[config.mk]
export PLATFORM = sky130hd
export DESIGN_NAME = rsv_ctrl
export DESIGN_NICKNAME = d
export VERILOG_FILES = /design/src/hdl/rsv_pkg.sv /design/src/hdl/rsv_seq_if.sv /design/src/hdl/rsv_sequencer.sv /design/src/hdl/rsv_ctrl.sv
export SDC_FILE = /design/constraint.sdc
export NUM_CORES = 1
export LEC_CHECK = 0
export BUFFER_PORTS_ARGS = -buffer_cell sky130_fd_sc_hd__buf_2
export CAP_MARGIN = 5
export CELL_PAD_IN_SITES_DETAIL_PLACEMENT = 0
export CELL_PAD_IN_SITES_GLOBAL_PLACEMENT = 1
export CORE_ASPECT_RATIO = 1.5
export CORE_MARGIN = 2
export CORE_UTILIZATION = 45
export CTS_CLUSTER_DIAMETER = 80
export CTS_CLUSTER_SIZE = 16
export DETAILED_ROUTE_END_ITERATION = 8
export PLACE_DENSITY = 0.77
export SYNTH_ARGS = -nofsm -noshare
export SYNTH_HDL_FRONTEND = slang
export SYNTH_HIERARCHICAL = 1
export SYNTH_SLANG_ARGS = --single-unit
[constraint.sdc]
create_clock -name clk -period 2.2 [get_ports clk]
set_input_delay 0.55 -clock clk [delete_from_list [all_inputs] [get_ports clk]]
set_output_delay 0.55 -clock clk [all_outputs]
set_load 0.01 [all_outputs]
[src/hdl/rsv_pkg.sv]
package rsv_pkg;
  // ==========================================================
  // register map
  localparam logic [7:0] OFF_SYS   = 8'h07;
  localparam logic [7:0] OFF_EN    = 8'h10;
  localparam logic [7:0] OFF_STAT  = 8'h11;
  localparam logic [7:0] OFF_VCC   = 8'h20;
  localparam logic [7:0] OFF_B1TA  = 8'h23;
  // reset values and writable masks
  localparam logic [7:0] SYS_RST   = 8'h28;
  localparam logic [7:0] SYS_WMASK = 8'h70;
  localparam logic [7:0] EN_RST    = 8'h75;
  localparam logic [7:0] EN_WMASK  = 8'h55;
  localparam logic [7:0] STAT_RST  = 8'h00;
  localparam logic [7:0] VCC_RST   = 8'h00;
  localparam logic [7:0] VCC_WMASK = 8'h33;
  localparam logic [7:0] B1TA_WMASK = 8'h1f;
  localparam logic [4:0] B1TA_FIELD_RST = 5'h05;
  // field positions
  localparam int DLY_LSB   = 4;
  localparam int B1_RAMP   = 0;
  localparam int B1_PICK   = 1;
  localparam int B2_RAMP   = 4;
  localparam int B2_PICK   = 5;
  localparam int ST_B1     = 0;
  localparam int ST_B2     = 2;
  localparam int ST_L1     = 4;
  localparam int ST_L2     = 5;
  localparam int ST_LALL   = 6;
  localparam int ST_BALL   = 7;
  // target code limits
  localparam logic [4:0] B1_CODE_MAX = 5'h19;
  localparam logic [4:0] B1_CODE_EXT = 5'h00;
  // serial address
  localparam logic [6:0] BUS_ADDR  = 7'h60;
  // timing: sequencing runs in half-millisecond steps
  localparam int CLK_NS    = 50;
  localparam int STEP_NS   = 500000;
  localparam int STEP_CYC  = (STEP_NS + CLK_NS - 1) / CLK_NS;
  localparam logic [4:0] SEQ_LAST_STEP = 5'h16;

  typedef enum {ST_IDLE, ST_ADDR, ST_REG, ST_WDATA, ST_ACK, ST_RDATA, ST_MACK} rsv_bus_st_t;

  // ==========================================================
  // turn-on delay in steps; idx 0 buck1, 1 buck2, 2 ldo1, 3 ldo2
  function automatic logic [4:0] delay_steps(input logic [2:0] code, input int idx);
    logic [19:0] row;
    row = 20'h00000;
    unique case (code)
      3'h0: row = {5'h02, 5'h02, 5'h02, 5'h02};
      3'h1: row = {5'h04, 5'h04, 5'h03, 5'h02};
      3'h2: row = {5'h0c, 5'h06, 5'h04, 5'h03};
      3'h3: row = {5'h02, 5'h02, 5'h04, 5'h03};
      3'h4: row = {5'h0c, 5'h06, 5'h04, 5'h03};
      3'h5: row = {5'h04, 5'h04, 5'h03, 5'h03};
      3'h6: row = {5'h03, 5'h02, 5'h04, 5'h06};
      3'h7: row = {5'h16, 5'h0c, 5'h06, 5'h04};
    endcase
    return row[idx*5 +: 5];
  endfunction

  // written bits take data, the rest keep their reset value
  function automatic logic [7:0] wmerge(input logic [7:0] rst, input logic [7:0] mask, input logic [7:0] d);
    return (d & mask) | (rst & ~mask);
  endfunction
endpackage

[src/hdl/rsv_seq_if.sv]
`timescale 1ns/1ps
interface rsv_seq_if;
  logic       run;
  logic [2:0] code;
  logic [3:0] on;
  modport ctl (output run, output code, input on);
  modport seq (input run, input code, output on);
endinterface

[src/hdl/rsv_sequencer.sv]
`timescale 1ns/1ps
module rsv_sequencer #(
  parameter int STEP_CYC = rsv_pkg::STEP_CYC
) (
  input  wire logic clk,
  input  wire logic rstn,
  rsv_seq_if.seq    sif
);
  localparam int PW = $clog2(STEP_CYC + 1);

  if (STEP_CYC < 2) begin : g_chk
    $error("step count must be at least 2");
  end

  logic [PW-1:0] pre;
  logic [PW-1:0] next_pre;
  logic [4:0]    steps;
  logic [4:0]    next_steps;
  logic [3:0]    on;
  wire  [3:0]    next_on;

  // ==========================================================
  // step timer, cleared while the sequence pin is low
  always_comb begin
    next_pre = pre;
    next_steps = steps;
    if (!sif.run) begin
      next_pre = '0;
      next_steps = '0;
    end else if (steps != rsv_pkg::SEQ_LAST_STEP) begin // saturate at the longest delay
      if (pre == PW'(STEP_CYC - 1)) begin
        next_pre = '0;
        next_steps = steps + 5'h01;
      end else begin
        next_pre = pre + PW'(1);
      end
    end
  end

  // each output turns on once its delay has elapsed
  for (genvar i = 0; i < 4; i++) begin : g_out
    assign next_on[i] = sif.run && (steps >= rsv_pkg::delay_steps(sif.code, i));
  end

  always_ff @(posedge clk) begin
    if (!rstn) begin
      pre <= '0;
      steps <= '0;
      on <= 4'h0;
    end else begin
      pre <= next_pre;
      steps <= next_steps;
      on <= next_on;
    end
  end

  assign sif.on = on;
endmodule

[src/hdl/rsv_ctrl.sv]
`timescale 1ns/1ps
module rsv_ctrl #(
  parameter int         STEP_CYC  = rsv_pkg::STEP_CYC,
  parameter logic [6:0] BUS_ADDR  = rsv_pkg::BUS_ADDR,
  parameter logic [4:0] TGT_A_RST = rsv_pkg::B1TA_FIELD_RST
) (
  input  wire logic       clk,
  input  wire logic       rstn,
  input  wire logic       scl_in,
  input  wire logic       sda_in,
  output logic            sda_out,
  output logic            sda_oe_n,
  input  wire logic       seq_enable_pin,
  input  wire logic [3:0] supply_good,
  output logic      [3:0] supply_on,
  output logic            first_switcher_target_pick,
  output logic            first_switcher_ramp_cmd,
  output logic            second_switcher_target_pick,
  output logic            second_switcher_ramp_cmd,
  output logic      [4:0] first_switcher_level_a,
  output logic            first_switcher_ext_ctrl
);
  rsv_seq_if sif ();

  rsv_sequencer #(.STEP_CYC(STEP_CYC)) u_seq (
    .clk  (clk),
    .rstn (rstn),
    .sif  (sif)
  );

  // ==========================================================
  // pin synchronisers; pins are asynchronous to clk
  logic [6:0] sync1;
  logic [6:0] sync2;
  logic       scl_d;
  logic       sda_d;
  wire        scl_s  = sync2[0];
  wire        sda_s  = sync2[1];
  wire        seq_s  = sync2[2];
  wire  [3:0] good_s = sync2[6:3];

  always_ff @(posedge clk) begin
    if (!rstn) begin
      sync1 <= 7'h03;
      sync2 <= 7'h03;
      scl_d <= 1'b1;
      sda_d <= 1'b1;
    end else begin
      sync1 <= {supply_good, seq_enable_pin, sda_in, scl_in};
      sync2 <= sync1;
      scl_d <= scl_s;
      sda_d <= sda_s;
    end
  end

  wire scl_rise = scl_s & ~scl_d;
  wire scl_fall = ~scl_s & scl_d;
  wire bus_start = scl_s & scl_d & sda_d & ~sda_s;
  wire bus_stop  = scl_s & scl_d & ~sda_d & sda_s;

  // ==========================================================
  // register file state
  logic [7:0] sys;
  logic [7:0] en;
  logic [7:0] stat;
  logic [7:0] vcc;
  logic [7:0] b1ta;
  logic [7:0] next_sys;
  logic [7:0] next_en;
  logic [7:0] next_stat;
  logic [7:0] next_vcc;
  logic [7:0] next_b1ta;
  logic [7:0] rd_data;

  // serial slave state
  rsv_pkg::rsv_bus_st_t st;
  rsv_pkg::rsv_bus_st_t next_st;
  rsv_pkg::rsv_bus_st_t after;
  rsv_pkg::rsv_bus_st_t next_after;
  logic [3:0] bitc;
  logic [3:0] next_bitc;
  logic [7:0] shreg;
  logic [7:0] next_shreg;
  logic [7:0] ptr;
  logic [7:0] next_ptr;
  logic       drive;
  logic       next_drive;
  logic       wr;
  logic       next_wr;

  // ==========================================================
  // serial slave: bits sampled on scl rise, sda changed on scl fall
  always_comb begin
    next_st = st;
    next_after = after;
    next_bitc = bitc;
    next_shreg = shreg;
    next_ptr = ptr;
    next_drive = drive;
    next_wr = 1'b0;
    if (bus_start) begin // a repeated start is handled like the first one
      next_st = rsv_pkg::ST_ADDR;
      next_bitc = 4'h0;
      next_drive = 1'b0;
    end else if (bus_stop) begin
      next_st = rsv_pkg::ST_IDLE;
      next_drive = 1'b0;
    end else if (st == rsv_pkg::ST_ADDR || st == rsv_pkg::ST_REG || st == rsv_pkg::ST_WDATA) begin
      if (scl_rise && bitc != 4'h8) begin
        next_shreg = {shreg[6:0], sda_s};
        next_bitc = bitc + 4'h1;
      end else if (scl_fall && bitc == 4'h8) begin
        next_st = rsv_pkg::ST_ACK;
        next_drive = 1'b1;
        if (st == rsv_pkg::ST_ADDR) begin
          next_after = shreg[0] ? rsv_pkg::ST_RDATA : rsv_pkg::ST_REG;
          if (shreg[7:1] != BUS_ADDR) begin // not ours: stay off the bus
            next_st = rsv_pkg::ST_IDLE;
            next_drive = 1'b0;
          end
        end else if (st == rsv_pkg::ST_REG) begin
          next_ptr = shreg;
          next_after = rsv_pkg::ST_WDATA;
        end else begin
          next_wr = 1'b1;
          next_after = rsv_pkg::ST_WDATA;
        end
      end
    end else if (st == rsv_pkg::ST_ACK) begin
      if (scl_fall) begin
        next_st = after;
        next_bitc = 4'h0;
        next_drive = 1'b0;
        if (after == rsv_pkg::ST_RDATA) begin
          next_shreg = rd_data;
          next_drive = ~rd_data[7];
        end
      end
    end else if (st == rsv_pkg::ST_RDATA) begin
      if (scl_fall && bitc == 4'h7) begin
        next_st = rsv_pkg::ST_MACK;
        next_drive = 1'b0;
      end else if (scl_fall) begin
        next_shreg = {shreg[6:0], 1'b0};
        next_drive = ~shreg[6];
        next_bitc = bitc + 4'h1;
      end
    end else if (st == rsv_pkg::ST_MACK) begin
      if (scl_rise && sda_s) begin // no acknowledge ends the read
        next_st = rsv_pkg::ST_IDLE;
      end else if (scl_fall) begin
        next_st = rsv_pkg::ST_RDATA;
        next_shreg = rd_data;
        next_drive = ~rd_data[7];
        next_bitc = 4'h0;
      end
    end
  end

  always_ff @(posedge clk) begin
    if (!rstn) begin
      st <= rsv_pkg::ST_IDLE;
      after <= rsv_pkg::ST_IDLE;
      bitc <= 4'h0;
      shreg <= 8'h00;
      ptr <= 8'h00;
      drive <= 1'b0;
      wr <= 1'b0;
    end else begin
      st <= next_st;
      after <= next_after;
      bitc <= next_bitc;
      shreg <= next_shreg;
      ptr <= next_ptr;
      drive <= next_drive;
      wr <= next_wr;
    end
  end

  assign sda_out  = 1'b0; // open drain: only ever pulls low
  assign sda_oe_n = ~drive;

  // ==========================================================
  // read mux; unmapped addresses read 00
  always_comb begin
    rd_data = 8'h00;
    unique case (ptr)
      rsv_pkg::OFF_SYS:  rd_data = sys;
      rsv_pkg::OFF_EN:   rd_data = en;
      rsv_pkg::OFF_STAT: rd_data = stat;
      rsv_pkg::OFF_VCC:  rd_data = vcc;
      rsv_pkg::OFF_B1TA: rd_data = b1ta;
      default:           rd_data = 8'h00;
    endcase
  end

  // register writes; the status register has no write path
  always_comb begin
    next_sys = sys;
    next_en = en;
    next_vcc = vcc;
    next_b1ta = b1ta;
    if (wr) begin
      unique case (ptr)
        rsv_pkg::OFF_SYS:  next_sys = rsv_pkg::wmerge(rsv_pkg::SYS_RST, rsv_pkg::SYS_WMASK, shreg);
        rsv_pkg::OFF_EN:   next_en = rsv_pkg::wmerge(rsv_pkg::EN_RST, rsv_pkg::EN_WMASK, shreg);
        rsv_pkg::OFF_VCC:  next_vcc = rsv_pkg::wmerge(rsv_pkg::VCC_RST, rsv_pkg::VCC_WMASK, shreg);
        rsv_pkg::OFF_B1TA: next_b1ta = shreg & rsv_pkg::B1TA_WMASK;
        default: ;
      endcase
    end
    next_stat = 8'h00;
    next_stat[rsv_pkg::ST_B1]   = good_s[0];
    next_stat[rsv_pkg::ST_B2]   = good_s[1];
    next_stat[rsv_pkg::ST_L1]   = good_s[2];
    next_stat[rsv_pkg::ST_L2]   = good_s[3];
    next_stat[rsv_pkg::ST_BALL] = good_s[0] & good_s[1];
    next_stat[rsv_pkg::ST_LALL] = good_s[2] & good_s[3];
  end

  always_ff @(posedge clk) begin
    if (!rstn) begin
      sys <= rsv_pkg::SYS_RST;
      en <= rsv_pkg::EN_RST;
      stat <= rsv_pkg::STAT_RST;
      vcc <= rsv_pkg::VCC_RST;
      b1ta <= {3'h0, TGT_A_RST};
    end else begin
      sys <= next_sys;
      en <= next_en;
      stat <= next_stat;
      vcc <= next_vcc;
      b1ta <= next_b1ta;
    end
  end

  // ==========================================================
  // outputs; enables gate the sequencer, so software can switch any rail off
  assign sif.run  = seq_s;
  assign sif.code = sys[rsv_pkg::DLY_LSB +: 3];

  logic [3:0] next_on;
  logic [4:0] next_lvl;
  always_comb begin
    next_on = sif.on & {en[6], en[4], en[2], en[0]};
    next_lvl = (b1ta[4:0] > rsv_pkg::B1_CODE_MAX) ? rsv_pkg::B1_CODE_MAX : b1ta[4:0];
  end

  always_ff @(posedge clk) begin
    if (!rstn) begin
      supply_on <= 4'h0;
      first_switcher_level_a <= 5'h00;
      first_switcher_ext_ctrl <= 1'b0;
    end else begin
      supply_on <= next_on;
      first_switcher_level_a <= next_lvl;
      first_switcher_ext_ctrl <= (b1ta[4:0] == rsv_pkg::B1_CODE_EXT);
    end
  end

  assign first_switcher_ramp_cmd     = vcc[rsv_pkg::B1_RAMP];
  assign first_switcher_target_pick  = vcc[rsv_pkg::B1_PICK];
  assign second_switcher_ramp_cmd    = vcc[rsv_pkg::B2_RAMP];
  assign second_switcher_target_pick = vcc[rsv_pkg::B2_PICK];
endmodule

==> run_results.csv <==
group,metric,value,unit
routing,avgViaCountPerCell,5.61,
min_path,hold_depth,2,
timing,setup_viol,0,
clocking,root_buffer,"clkbuf_16",
power_and_ir_drop,p_sw,974,uW
setup_path,worstRegToRegCells,5,
routing,dr_wl_met2,6940,um
logic_synthesis,synth-seq-cells,99,
setup_path,r2r-end,"st[0]$_SDFFE_PN0P_",
timing,worstMarginPinSlew,705,ps
clocking,post_cts_buffers,0,
power_and_ir_drop,comb_power_share,10.2,%
clocking,clock_latency,340,ps
timing,rsz0062_at_grt,"no",
power_and_ir_drop,cellLeakagePower,2.13,nW
placement,place_area,5190,um2
power_and_ir_drop,p_sw_share,26.0,%
routing,post_drt_wl_per_cell,16.7,um
timing,maxSlewViolCount,0,
timing,fin_crit,2080,ps
routing,wl_met3,268,um
clocking,hold_buffers,0,
routing,wl,12000,um
logic_synthesis,synth_top_area_share,41.0,%
floorplanning,num_rows,46,
routing,top_layer_used,"met4",
logic_synthesis,yosysMostFrequentCell,"dfxtp_1",
routing,remaining_drc_errors,0,
power_and_ir_drop,p_clk_share,38.6,%
clocking,cts_tree,"done",
timing,maxSlewHeadroom,52.5,%
floorplanning,start_util,45.9,%
logic_synthesis,synthCells,543,
clocking,clkSlewWorstSetupHoldPaths,70,ps
setup_path,crit_arrival,2290,ps
min_path,min_to,"sync1[1]$_SDFF_PN1_",
floorplanning,die_area,11600,um2
global_route,grt_pass1_wl,19300,um
layout,nets,609,
logic_synthesis,synth_area_leader_cell,"dfxtp_1",
setup_path,required,2410,ps
routing,dr_total_vias,4053,
logic_synthesis,synth_fp_nets,577,
layout,layout-drive-gt1-share,13.8,%
logic_synthesis,async_reset_ff_share,0,%
status,status,"complete, no violations",
global_route,grt_overflow,0,
logic_synthesis,synth_ff_type,"dfxtp_1",
timing,max_clock_freq,482,MHz
timing,finClkSkew,7.87,ps
clocking,clk_path_buf_depth,2,
logic_synthesis,ys_top_cells_by_count,"99 x dfxtp_1, 45 x nand2_1, 43 x nor2_1",
logic_synthesis,yosysUniqueCellTypes,70,
setup_path,cp_max_fo,12,
power_and_ir_drop,pwr-share-seq,51.2,%
min_path,hold_start,"sda_in",
routing,antenna_left,0,
logic_synthesis,ys_seq_area_share,41.0,%
routing,wl_met1,4460,um
setup_path,critPathKind,"reg2reg",
min_path,hold_path.class,"in2reg",
setup_path,crit_start,"st[1]$_SDFFE_PP0P_",
logic_synthesis,netlist_area,4830,um2
setup_path,reg2reg_slack,120,ps
logic_synthesis,synth_edf_count,0,
clocking,clock_sinks,99,
global_route,antenna_found_initial,0,
power_and_ir_drop,p_int,2.77,mW
timing,fin_tns_setup,0,ps
placement,dp_hpwl,9090,um
floorplanning,core,10500,um2
power_and_ir_drop,p_per_area,684,nW/um2
power_and_ir_drop,vdd_drop_max,0.409,mV
layout,synthToLayoutAreaGrowth,13.3,%
floorplanning,ios,25,
setup_path,end_kind,"flop",
run,cap_violations,0,
clocking,htreeDepth,3,
global_route,grt_pass1_vias,3960,
clocking,numCtsBuffers,9,
placement,io_buffers,23,
timing,finalCritPeriodShare,94.3,%
floorplanning,die_w,88.6,um
global_route,grt_usage,21.8,%
routing,dr.pass1.iters,4,
global_route,grt_max_degree,22,
setup_path,start_kind,"flop",
placement,gp_congestion,0.972,
layout,n_antenna_cell,0,
layout,stdcell_area,5470,um2
logic_synthesis,yosys-top-cells-area,"dfxtp_1 41%, ha_1 6.5%, mux2i_1 4.6%, nand2_1 3.5%, nor2_1 3.3%",
routing,drtIter0Drc,231,
logic_synthesis,yosysWarnings,6,
floorplanning,fp.dieH,131,um
setup_path,reg2reg_from,"st[1]$_SDFFE_PP0P_",
logic_synthesis,postSynthAreaPerCell,8.90,um2
timing,hold_viol,0,
[timing repair]
action | 4_1_cts | 5_1_grt
hold endpoints to repair | 0 | 0
setup endpoints to repair | 0 | 10
gates resized for setup | 0 | 3
[per-stage QoR]
step           power, mW  setup WS (ps)  instances  util, %  hold WS, ps
2_1_floorplan       2.19            171        543        -          386
3_3_place_gp        2.33            184        708     49.3          394
3_5_place_dp        2.33            128        708     49.3          408
4_1_cts             3.79           92.0        723     51.8          379
5_1_grt             3.91           10.6        723     51.9          379
6_report            3.74            124        723     51.9          389
[routing by layer]
metal | track usage [%] | vias to the layer above
met5 | 0 | -
met4 | 9.80 | 0
met3 | 3.89 | 24
met2 | 42.5 | 59
met1 | 21.8 | 1952
li1 | - | 2018
[power groups by stage]
stage	combinational [mW]	sequential, mW	clock [mW]
floorplan	0.278	1.91	0
global placement	0.373	1.95	0
detailed placement	0.375	1.95	0
CTS	0.377	1.91	1.50
global route	0.421	1.92	1.57
finish	0.383	1.92	1.44
[critical path, cell delays in order, from the launching register on]
cell	delay, ps
dfxtp_1	590
inv_1	210
nor3_1	360
o32ai_1	220
a2111oi_0	490
nor4_1	80
[flip-flops by register name (all words and copies together), names as in the netlist, 3 cells and up]
register / cells
u_seq/steps: 5
sys: 3
stat: 6
sync1: 7
shreg: 8
st: 3
ptr: 8
u_seq/pre: 14
after: 3
b1ta: 5
en: 4
supply_on: 4
vcc: 4
bitc: 4
sync2: 7
first_switcher_level_a: 5
u_seq/sif.on: 4
[cell families after synthesis]
family	synth area share, %
buf+inv	4.51
flops	41.0
simple gates	25.7
mux	5.02
other cells	0.0776
xor+xnor	2.18
compound gates	15.0
fa+ha+maj	6.48
[worst max-delay path by stage]
| stage | to | depth (start not counted) |
|---|---|---|
| detailed placement | shreg[1]$_SDFFE_PN0P_ | 7 |
| finish | st[0]$_SDFFE_PN0P_ | 5 |
| floorplan | u_seq/pre[13]$_SDFFE_PN0P_ | 7 |
| global route | shreg[7]$_SDFFE_PN0P_ | 8 |
| global placement | shreg[0]$_SDFFE_PN0P_ | 7 |
| CTS | shreg[0]$_SDFFE_PN0P_ | 7 |
[cell usage in the layout, fill, tap and decap left out, types with 17 or more instances in the layout]
cell type / count
a21oi_1: 30
and2_1: 23
buf_2: 23
buf_4: 27
dfxtp_1: 99
ha_1: 25
inv_1: 20
mux2i_1: 22
nand2_1: 45
nand3_1: 23
nor2_1: 43
o21ai_0: 17
[final cells by class]
| cell class | instances | area (um2) |
|---|---|---|
| inverters | 21 | 78.8 |
| repair buffers | 50 | 318 |
| clock buffers | 10 | 229 |
| multi-input cells | 394 | 2650 |
| flip-flops and latches | 99 | 1980 |
| clock inverters | 5 | 38.8 |
| well taps | 144 | 180 |
| fillers | 1038 | 5060 |
Note: power is estimated with default switching activity, not from simulation.
